## src/verilog/dscp_consts.svh

```systemverilog
// Offsets, field positions, reset values and timing counts of the
// system-control pin block. Definitions only, no logic.
`ifndef DSCP_CONSTS_SVH
`define DSCP_CONSTS_SVH
// Register byte offsets on the bus.
`define DSCP_CTRL_OFS 8'h00
`define DSCP_UART_CTRL_OFS 8'h04
`define DSCP_PIN_STAT_OFS 8'h08
`define DSCP_PROC_MODE_OFS 8'h0C
`define DSCP_BRANCH_OFS 8'h10
`define DSCP_IRQ_STAT_OFS 8'h14
`define DSCP_IRQ_MASK_OFS 8'h18
// Control register fields.
`define DSCP_CTRL_FLAG 0
`define DSCP_CTRL_MODE 1
`define DSCP_CTRL_MCH 2
// Interrupt status fields.
`define DSCP_IRQ_NMI 0
`define DSCP_IRQ_HOLD_IN 1
`define DSCP_IRQ_HOLD_OUT 2
`define DSCP_IRQ_INT1 3
`define DSCP_IRQ_RUN 4
`define DSCP_IRQ_W 5
// Reset values.
`define DSCP_CTRL_RST 3'h0
`define DSCP_UART_CTRL_RST 8'h00
`define DSCP_PC_RST 16'h0000
// Restart wait after reset release, in machine cycles.
`define DSCP_RESTART_CYCLES 5'd16
`endif

```

## src/verilog/dscp_pkg.sv

```systemverilog
// Types shared by the system-control pin block.
// Assumes the constants header is compiled alongside.
package dscp_pkg;
	typedef enum logic [2:0] {
		DSCP_RESTART = 3'b001,
		DSCP_RUN = 3'b010,
		DSCP_HOLD = 3'b100
	} dscp_state_e;
	typedef logic [31:0] dscp_word_t;
endpackage : dscp_pkg

```

## src/verilog/dscp_top.sv

```systemverilog
// System-control pin logic of a 16-bit signal processor: bus release,
// flag output, branch test, general I/O, restart and map select.
// Assumes an AHB-Lite master on hclk and pins from outside the domain.
// Operation
// - Hold tristates bus, asserts release acknowledge
// - Float control tristates ack, flag, I/O
// - Flag output drives software latched level
// - Branch test taken only when input low
// - I/O pins reset as inputs, software set
// - Multichannel mode drives frame sync on io0
// - Reset stops execution, clears program counter
// - Fetch at address zero seventeen cycles later
// - Map select low maps flash, high external
// - Map select followed during restart wait into mode bit0
// - NMI traps regardless of masks
// - Mode bit zero makes shared pin hold
`timescale 1ns/10ps
`include "dscp_consts.svh"

module dscp_top (
	// Clock and reset.
	input wire logic hclk,
	input wire logic hresetn,
	// AHB-Lite slave.
	input wire logic hsel,
	input wire logic [7:0] haddr,
	input wire logic [1:0] htrans,
	input wire logic hwrite,
	input wire logic [2:0] hsize,
	input wire logic [31:0] hwdata,
	input wire logic hready,
	output dscp_pkg::dscp_word_t hrdata,
	output logic hreadyout,
	output logic hresp,
	// Pins from outside.
	input wire logic output_float_n,
	input wire logic hold_int1_n,
	input wire logic branch_test_input,
	input wire logic nmi_n,
	input wire logic memory_map_select,
	input wire logic [3:0] gp_io_pins_i,
	// Frame sync from the serial port, same clock.
	input wire logic serial_fsync,
	// Release acknowledge pin, active low.
	output logic bus_release_ack_n,
	output logic bus_release_ack_oe,
	// Flag pin.
	output logic ext_flag_out,
	output logic ext_flag_oe,
	// General I/O pins.
	output logic [3:0] gp_io_pins_o,
	output logic [3:0] gp_io_pins_oe,
	// Core-side controls.
	output logic ext_bus_oe,
	output logic cpu_run,
	output logic [15:0] fetch_addr,
	output logic flash_map,
	output logic nmi_trap,
	output logic int1_req,
	output logic irq
);
	import dscp_pkg::*;

	dscp_state_e state_reg;
	logic [4:0] cnt_reg;
	logic [2:0] ctrl_reg;
	logic [7:0] uart_ctrl_reg;
	logic proc_mode_status;
	logic branch_taken_reg;
	logic [`DSCP_IRQ_W-1:0] irq_stat_reg;
	logic [`DSCP_IRQ_W-1:0] irq_mask_reg;
	logic [`DSCP_IRQ_W-1:0] ev;
	logic [8:0] s1_reg;
	logic [8:0] s2_reg;
	logic nmi_d_reg;
	logic int1_d_reg;
	logic wr_reg;
	logic [7:0] wa_reg;
	logic acc;
	logic rd_clr;
	dscp_word_t rdata_next;

	// Two-stage synchronisers; only s2 is read by logic.
	// Pins are asynchronous to hclk; the first stage may go metastable,
	// so it gets a full cycle to settle before anything reads it.
	// synchronise pin inputs
	always_ff @(posedge hclk or negedge hresetn) begin
		if (!hresetn) begin
			s1_reg <= 9'h1FF;
			s2_reg <= 9'h1FF;
		end else begin
			s1_reg <= {output_float_n, hold_int1_n, branch_test_input,
				nmi_n, memory_map_select, gp_io_pins_i};
			s2_reg <= s1_reg;
		end
	end

	// Synchronised pin levels, active high where the pin is active low, except branch_s, which keeps the pin level.
	logic float_s;
	logic hold_s;
	logic branch_s;
	logic nmi_s;
	logic mmap_s;
	logic [3:0] io_s;
	assign float_s = ~s2_reg[8];
	assign hold_s = ~s2_reg[7];
	assign branch_s = s2_reg[6];
	assign nmi_s = ~s2_reg[5];
	assign mmap_s = s2_reg[4];
	assign io_s = s2_reg[3:0];

	// Bus accept: a transfer is taken in its address phase.
	// hready is part of the accept so that a stall by another slave
	// on a shared bus can never make the block take an address twice.
	assign acc = hsel & htrans[1] & hready;
	assign rd_clr = acc & ~hwrite & (haddr == `DSCP_IRQ_STAT_OFS);

	// Address phase captured for the write data phase.
	// The address is caught every edge; only wr_reg says it matters.
	always_ff @(posedge hclk or negedge hresetn) begin
		if (!hresetn) begin
			wr_reg <= 1'b0;
			wa_reg <= 8'h00;
		end else begin
			wr_reg <= acc & hwrite;
			wa_reg <= haddr;
		end
	end

	// Read mux; answered in the data phase with no wait state.
	// Only the status register has a read side effect, see rd_clr.
	always_comb begin
		rdata_next = 32'h0000_0000;
		unique case (haddr)
			`DSCP_CTRL_OFS: rdata_next = {29'h0, ctrl_reg};
			`DSCP_UART_CTRL_OFS: rdata_next = {24'h0, uart_ctrl_reg};
			`DSCP_PIN_STAT_OFS: rdata_next = {22'h0, state_reg,
				nmi_s, branch_s, hold_s, io_s};
			`DSCP_PROC_MODE_OFS: rdata_next = {31'h0, proc_mode_status};
			`DSCP_BRANCH_OFS: rdata_next = {31'h0, branch_taken_reg};
			`DSCP_IRQ_STAT_OFS: rdata_next = {27'h0, irq_stat_reg};
			`DSCP_IRQ_MASK_OFS: rdata_next = {27'h0, irq_mask_reg};
			default: rdata_next = 32'h0000_0000;
		endcase
	end

	// Read data register; unmapped offsets read zero, always OKAY.
	// hreadyout never drops, since every register answers at once.
	always_ff @(posedge hclk or negedge hresetn) begin
		if (!hresetn) begin
			hrdata <= 32'h0000_0000;
			hreadyout <= 1'b1;
			hresp <= 1'b0;
		end else begin
			hreadyout <= 1'b1;
			hresp <= 1'b0;
			if (acc && !hwrite) begin
				hrdata <= rdata_next;
			end
		end
	end

	// Write strobe of one register in its data phase. Shared by every
	// writable register so that all decode the address the same way.
	function automatic logic wr_hit(input logic we, input logic [7:0] wa,
		input logic [7:0] ofs);
		wr_hit = we && (wa == ofs);
	endfunction : wr_hit

	// Software control registers. Mode bit resets to hold use.
	// Unmapped writes fall through every decode and are dropped.
	// mode bit reset
	always_ff @(posedge hclk or negedge hresetn) begin
		if (!hresetn) begin
			ctrl_reg <= `DSCP_CTRL_RST;
			uart_ctrl_reg <= `DSCP_UART_CTRL_RST;
			irq_mask_reg <= '0;
		end else begin
			if (wr_hit(wr_reg, wa_reg, `DSCP_CTRL_OFS)) begin
				ctrl_reg <= hwdata[2:0];
			end
			if (wr_hit(wr_reg, wa_reg, `DSCP_UART_CTRL_OFS)) begin
				uart_ctrl_reg <= hwdata[7:0];
			end
			if (wr_hit(wr_reg, wa_reg, `DSCP_IRQ_MASK_OFS)) begin
				irq_mask_reg <= hwdata[`DSCP_IRQ_W-1:0];
			end
		end
	end

	// A write to the branch register executes one branch test.
	// The level tested is the synchronised one, two edges old.
	// branch when low
	always_ff @(posedge hclk or negedge hresetn) begin
		if (!hresetn) begin
			branch_taken_reg <= 1'b0;
		end else if (wr_hit(wr_reg, wa_reg, `DSCP_BRANCH_OFS)) begin
			branch_taken_reg <= ~branch_s;
		end
	end

	// Restart sequencer: wait, run, or hold the external bus.
	// The counter only moves during the wait and keeps its last value
	// afterwards; the next reset brings it back to zero. Hold is refused
	// during the wait because the bus is not yet in use.
	// stop and clear
	always_ff @(posedge hclk or negedge hresetn) begin
		if (!hresetn) begin
			state_reg <= DSCP_RESTART;
			cnt_reg <= 5'd0;
		end else begin
			unique case (state_reg)
				DSCP_RESTART: begin
					cnt_reg <= cnt_reg + 5'd1;
					if (cnt_reg == `DSCP_RESTART_CYCLES - 5'd1) begin
						state_reg <= DSCP_RUN;
					end
				end
				DSCP_RUN: begin
					if (hold_s && !ctrl_reg[`DSCP_CTRL_MODE]) begin
						state_reg <= DSCP_HOLD;
					end
				end
				DSCP_HOLD: begin
					if (!hold_s || ctrl_reg[`DSCP_CTRL_MODE]) begin
						state_reg <= DSCP_RUN;
					end
				end
				default: state_reg <= DSCP_RESTART;
			endcase
		end
	end

	// Map select is caught only while the restart wait runs, after
	// the pin has settled through the synchroniser.
	// A strap that moves during the wait is followed; the last value counts.
	// capture during restart wait
	always_ff @(posedge hclk or negedge hresetn) begin
		if (!hresetn) begin
			proc_mode_status <= 1'b0;
		end else if (state_reg == DSCP_RESTART) begin
			proc_mode_status <= mmap_s;
		end
	end

	// Edge detectors for NMI and the shared interrupt use.
	// Reset values match the idle synchronised levels: no false edge.
	always_ff @(posedge hclk or negedge hresetn) begin
		if (!hresetn) begin
			nmi_d_reg <= 1'b0;
			int1_d_reg <= 1'b0;
		end else begin
			nmi_d_reg <= nmi_s;
			int1_d_reg <= hold_s;
		end
	end

	// Events that set sticky status bits.
	always_comb begin
		ev = '0;
		ev[`DSCP_IRQ_NMI] = nmi_s & ~nmi_d_reg;
		ev[`DSCP_IRQ_HOLD_IN] = (state_reg == DSCP_RUN) & hold_s &
			~ctrl_reg[`DSCP_CTRL_MODE];
		ev[`DSCP_IRQ_HOLD_OUT] = (state_reg == DSCP_HOLD) &
			(~hold_s | ctrl_reg[`DSCP_CTRL_MODE]);
		ev[`DSCP_IRQ_INT1] = hold_s & ~int1_d_reg &
			ctrl_reg[`DSCP_CTRL_MODE];
		ev[`DSCP_IRQ_RUN] = (state_reg == DSCP_RESTART) &
			(cnt_reg == `DSCP_RESTART_CYCLES - 5'd1);
	end

	// Status clears on read; a new event in that cycle still sets.
	// Limitation: events repeating before a read are counted once only.
	always_ff @(posedge hclk or negedge hresetn) begin
		if (!hresetn) begin
			irq_stat_reg <= '0;
		end else begin
			irq_stat_reg <= (rd_clr ? '0 : irq_stat_reg) | ev;
		end
	end

	// Core-side outputs, all registered.
	// irq lags the status by one cycle, the price of a registered pin.
	// fetch_addr stays at the reset value; the core counts from there.
	// unmaskable trap
	always_ff @(posedge hclk or negedge hresetn) begin
		if (!hresetn) begin
			nmi_trap <= 1'b0;
			int1_req <= 1'b0;
			irq <= 1'b0;
			cpu_run <= 1'b0;
			fetch_addr <= `DSCP_PC_RST;
			flash_map <= 1'b1;
			ext_bus_oe <= 1'b0;
		end else begin
			nmi_trap <= ev[`DSCP_IRQ_NMI];
			int1_req <= ev[`DSCP_IRQ_INT1];
			irq <= |(irq_stat_reg & irq_mask_reg);
			cpu_run <= (state_reg == DSCP_RUN);
			fetch_addr <= `DSCP_PC_RST;
			flash_map <= ~proc_mode_status;
			// Bus drivers off while held or floated.
			ext_bus_oe <= (state_reg == DSCP_RUN) & ~float_s;
		end
	end

	// Pin drivers. Float wins over every other source, since the
	// board may be driving these nets during test.
	// In multichannel mode the serial port owns io0, so its frame sync
	// overrides the direction bit that software set.
	// float tristates
	always_ff @(posedge hclk or negedge hresetn) begin
		if (!hresetn) begin
			bus_release_ack_n <= 1'b1;
			bus_release_ack_oe <= 1'b0;
			ext_flag_out <= 1'b0;
			ext_flag_oe <= 1'b0;
			gp_io_pins_o <= 4'h0;
			gp_io_pins_oe <= 4'h0;
		end else begin
			bus_release_ack_n <= ~(state_reg == DSCP_HOLD);
			bus_release_ack_oe <= ~float_s;
			ext_flag_out <= ctrl_reg[`DSCP_CTRL_FLAG];
			ext_flag_oe <= ~float_s;
			gp_io_pins_o <= uart_ctrl_reg[7:4];
			gp_io_pins_oe <= float_s ? 4'h0 : uart_ctrl_reg[3:0];
			if (ctrl_reg[`DSCP_CTRL_MCH]) begin
				gp_io_pins_o[0] <= serial_fsync;
				gp_io_pins_oe[0] <= ~float_s;
			end
		end
	end

endmodule : dscp_top
```

## config.mk

```make
export PLATFORM = sky130hd
export DESIGN_NAME = dscp_top
export DESIGN_NICKNAME = d
export VERILOG_FILES = /design/src/verilog/dscp_pkg.sv /design/src/verilog/dscp_top.sv
export VERILOG_INCLUDE_DIRS = /design/src /design/src/verilog
export SDC_FILE = /design/constraint.sdc
export NUM_CORES = 1
export LEC_CHECK = 0
export BUFFER_PORTS_ARGS = -buffer_cell sky130_fd_sc_hd__buf_4
export CORE_MARGIN = 1.5
export CORE_UTILIZATION = 55
export CTS_BUF_LIST = sky130_fd_sc_hd__clkbuf_8
export DETAILED_ROUTE_END_ITERATION = 6
export GPL_ROUTABILITY_DRIVEN = 0
export PLACE_DENSITY = 0.95
export SLEW_MARGIN = 20
export SYNTH_ARGS = -nofsm -noshare
export SYNTH_HDL_FRONTEND = slang
export SYNTH_SLANG_ARGS = --single-unit
```

## constraint.sdc

```tcl
create_clock -name hclk -period 3.9 [get_ports hclk]
set_clock_uncertainty 0.15 [all_clocks]
set_input_delay 0.195 -clock hclk [delete_from_list [all_inputs] [get_ports hclk]]
set_output_delay 0.195 -clock hclk [all_outputs]
set_load 0.05 [all_outputs]
```

**Yosys cells after proc, flatten, opt, wreduce, memory -nomap -nowiden**

Index checks and enable logic that the tools add are counted.

- Register bits after elaboration: 109
- Logic and storage cells: 90

- Add/sub/neg operators: 1
- Eq/ne operators: 16
- Multiplexer cells: 9
- Bitwise logic cells: 25
- Reduce and logical (&&, ||, !) cells: 13

Operator list:

| operator | number |
|---|---|
| case mux 10 bit (7 select lines) | 1 |
| == test 8 x 5 -> 1 bit (second input constant) | 5 |
| == test 8 x 3 -> 1 bit (second input constant) | 2 |
| == test 8 x 4 -> 1 bit (second input constant) | 2 |
| zero test 8 bit | 2 |
| bitwise AND 1 bit | 13 |
| two-way mux 3 bit | 3 |
| NOT 1 bit | 9 |
| case mux 3 bit (3 select lines) | 1 |
| logical AND 1 bit | 6 |
| inequality test 2 bit (second input constant) | 3 |
| adder 5 x 1 -> 5 bit (second input constant) | 1 |
| bitwise AND 5 bit | 1 |
| == test 5 x 4 -> 1 bit (second input constant) | 1 |
| two-way mux 5 bit | 1 |
| bitwise OR 5 bit | 1 |
| OR reduction 5 bit | 1 |
| two-way mux 4 bit | 1 |
| == test 3 x 1 -> 1 bit (second input constant) | 1 |
| == test 3 x 2 -> 1 bit (second input constant) | 1 |
| == test 3 bit (second input constant) | 1 |
| AND reduction 3 bit | 1 |
| zero test 1 bit | 2 |
| two-way mux 1 bit | 2 |
| 2 further kinds | 2 |

**Logic depth before layout (Yosys ltp)**

- Word-level depth: 6
- Mapped depth: 7

**Worst setup path after synthesis**

OpenSTA, ideal clock, no wires.

- Kind: reg-to-reg
- From: reg wa_reg[1]
- To: reg uart_ctrl_reg[0]
- Library setup time: 125 ps
- Arrival: 2024 ps
- Path slack: 1601 ps
- Cell stages (with the launch flop): 5
- Buffers on the path: 0
- Period minus slack after synthesis: 2299 ps
- Cells stage by stage: dfrtp_1 or4_4 or4_4 nor3b_4 mux2_2

- Word-level cells in the longest chain between the ends: 2

RTL lines:

| what | RTL line | RTL |
|---|---|---|
| start, declared | dscp_top.sv:78 | `logic [7:0] wa_reg;` |
| start signal, assigned | dscp_top.sv:126 | `wa_reg <= haddr;` |
| == test 8 x 3 -> 1 bit | dscp_top.sv:167 | `wr_hit = we && (wa == ofs);` |
| logical AND 1 bit | dscp_top.sv:167 |  |
| end signal, assigned | dscp_top.sv:176 | `` uart_ctrl_reg <= `DSCP_UART_CTRL_RST; `` |
| end signal, assigned | dscp_top.sv:183 | `uart_ctrl_reg <= hwdata[7:0];` |
| end, declared | dscp_top.sv:67 | `logic [7:0] uart_ctrl_reg;` |

No other way between the ends.
A chain may end at the register's enable or synchronous reset.

**Final worst setup path**

- From: in haddr[1]
- To: reg irq_stat_reg[1]

- Word-level cells in the longest chain between the ends: 4

RTL lines:

| what | RTL line | RTL |
|---|---|---|
| start, declared | dscp_top.sv:26 | `input wire logic [7:0] haddr,` |
| == test 8 x 5 -> 1 bit | -- |  |
| bitwise AND 1 bit | dscp_top.sv:116 | `` assign rd_clr = acc & ~hwrite & (haddr == `DSCP_IRQ_STAT_OFS); `` |
| two-way mux 5 bit | dscp_top.sv:278 | `irq_stat_reg <= (rd_clr ? '0 : irq_stat_reg) \| ev;` |
| bitwise OR 5 bit | dscp_top.sv:278 |  |
| end signal, assigned | dscp_top.sv:278 |  |
| end, declared | dscp_top.sv:70 | `` logic [`DSCP_IRQ_W-1:0] irq_stat_reg; `` |

No other way between the ends.

==> reports/metrics.yaml <==
pwr:
  p_total_mw: 2.03
  leakagePower_nw: 2.09
  cellPowerDensity_nw_per_um2: 464
  peakVddDrop_v: 0.000308
clocking:
  htree_levels: 3
  numCtsBuffers: 9
  clock_latency_ns: 0.35
  clock_sinks: 87
  cts_tree: "yes"
  post_cts_buffers: 0
  root_buffer: "clkbuf_8"
  clk_path_buf_depth: 2
  clk_pin_slew_ns: 0.08
synthesis:
  synth_top_family_by_area: "buffers and inverters"
  ys_types: 43
  syn_area_um2: 3510
  synth-xor-area-share: 0.00998
  synthFlopType: "dfrtp_1"
  synth_top_area_cell: "dfrtp_1"
  synth-compound-area-share: 0.0799
  synth_cells: 270
  synth_edf_count: 0
  synth-simple-area-share: 0.0963
  synth_area_leaders: "dfrtp_1 (47%), dfstp_2 (16%), buf_4 (8.8%), mux2_2 (6.1%), o21ai_0 (1.7%)"
  synthMuxAreaShare: 0.0752
  async_reset_ff_frac: 1.00
  yosysSeqAreaShare: 0.628
  yosysTopAreaCellShare: 0.471
  synthAdderAreaFrac: 0.00713
  yosysWarningCount: 0
  ys_ff_latch: 87
  syn_area_per_cell_um2: 13.0
route:
  first_iter_violations: 222
  drc_errors: 0
  wirelength_mm: 7.34
  ant_nets: 0
  via_count: 2333
  wl_per_cell_um: 16.7
  vias_per_cell: 5.30
  first_pass_iters: 4
timing:
  tightest_slew_ns: 1.03
  finalMaxSlewViolations: 0
  slew_headroom: 0.311
  finalCritPeriodShare: 0.654
  fmax_mhz: 392
  rsz0062_at_grt: "false"
  min_period_ns: 2.55
  setup_violations: 0
  hold_viol: 0
  tns_ns: 0
global_route:
  antenna_found_initial: 0
  grt_max_degree: 88
  grt_pass1_vias: 2400
  grt_pass1_wl_mm: 11.9
  gr-total-overflow: 0
  grt_usage: 0.223
job:
  drv_cap: 0
final_layout:
  n_antenna_cell: 0
  final_nets: 422
  layout-drive-gt1-share: 0.332
  syn2layout_area_growth_pct: 24.7
  fillers: 399
  largest_reg_flops: 10
worst_hold_path:
  min_path_type: "reg2reg"
  whs_path_depth: 0
critical_path:
  critical_path.cell_chain: "dlygate4sd3_1 -> buf_4 -> or4_1 -> nor3_1 -> nand3_1 -> a22o_1"
  crit_path_max_incr_delay_ns: 0.57
  cp.required_ns: 3.98
  reg2reg_depth: 4
  endpoint_kind: "register"
  cp.arrival_ns: 2.63
  crit_path_top_delay_cell: "or4_1"
  cp-start-kind: "input pin"
  path_max_fanout: 5
  crit_type: "in2reg"
  r2r_slack_ns: 1.36
floorplan:
  rows: 28
  ioPinCount: 128
  die_w_um: 82.9
  fp.dieH_um: 82.9
  die-area_um2: 6870
  coreArea_um2: 6030
  initial_core_util: 0.582
status:
  status: "completed"
place:
  port_buffers: 59
  hpwl_mm: 4.70
==> path summary, 6_finish.rpt <==
check                                     from                           end
setup / recovery                      haddr[1]     irq_stat_reg[1]$_DFF_PN0_
hold / removal             s1_reg[3]$_DFF_PN1_           s2_reg[3]$_DFF_PN1_
setup reg to reg           wa_reg[1]$_DFF_PN0_  uart_ctrl_reg[2]$_DFFE_PN0P_
hold reg to reg            s1_reg[3]$_DFF_PN1_           s2_reg[3]$_DFF_PN1_
max in group asynchronous              hresetn          ext_bus_oe$_DFF_PN0_
min in group asynchronous              hresetn           nmi_d_reg$_DFF_PN0_
==> critical path: cells and delay by family <==
kind            cells  cell delay, ns
compound gates      1            0.33
buf+inv             2            0.68
simple gates        3            1.41
==> placed cells by master, fill, tap and decap left out, types with 6 or more instances in the layout <==
master	synthesis	layout
nor2_1	9	9
dlygate4sd3_1	0	29
clkbuf_8	0	9
a22o_1	6	6
a22oi_1	6	6
inv_1	6	6
dfrtp_1	66	66
buf_4	41	59
o21ai_0	12	12
mux2_2	19	19
dfstp_2	21	21
nand2_1	10	10
conb_1	2	40
==> cell usage after synthesis (4+ instances only) <==
cell      count
dfrtp_1      66
buf_4        41
dfstp_2      21
mux2_2       19
o21ai_0      12
nand2_1      10
nor2_1        9
clkbuf_1      7
a22o_1        6
a22oi_1       6
inv_1         6
and2_1        5
mux2i_1       5
a21oi_1       4
nand2b_1      4
nand3_1       4
==> routing by layer <==
metal	global-route usage	up-vias	part of all wire
li1	-	1032	-
met4	0.114	0	0.031
met3	0.0447	22	0.068
met1	0.284	1149	0.39
met2	0.364	130	0.51
met5	0	-	0
==> cell families after synthesis <==
group,Yosys count
adder cells (fa/ha/maj),2
flip-flops,87
other,2
XOR/XNOR,4
AND/OR/NAND/NOR,56
multiplexers,24
buffers and inverters,54
AO/OA/AOI/OAI,41
==> through the flow <==
step | area, um2 | hold slack [ns] | worst slack (ns) | instances | util
global placement | 3860 | 0.154 | 1.42 | 395 | 0.641
detailed placement | 3860 | 0.154 | 1.37 | 395 | 0.641
global route | 4380 | 0.213 | 1.17 | 440 | 0.727
finish | 4380 | 0.208 | 1.35 | 440 | 0.727
floorplan | 3650 | -0.251 | 1.60 | 308 | -
CTS | 4370 | 0.209 | 1.36 | 440 | 0.726
==> final cells by class <==
class                      instances  area (um2)  area share
clock inverter                     7        97.6      0.0223
inverter                           6        22.5     0.00514
sequential                        87        2200       0.503
clock buffer                       9         124      0.0283
multi-input combinational        167        1090       0.250
timing repair buffer              89         744       0.170
tap                               75        93.8      0.0214
==> report_power, final <==
group	total, mW	switching, mW	internal (mW)
sequential	1.02	0.0447	0.976
combinational	0.336	0.220	0.116
clock	0.677	0.315	0.361
==> repair_timing <==
item | in CTS | in global routing
hold buffers | 29 | 0
hold endpoints to repair | 101 | 0
gates resized for setup | 0 | 0
setup endpoints to repair | 0 | 0
Note: power is estimated with default switching activity, not from simulation.
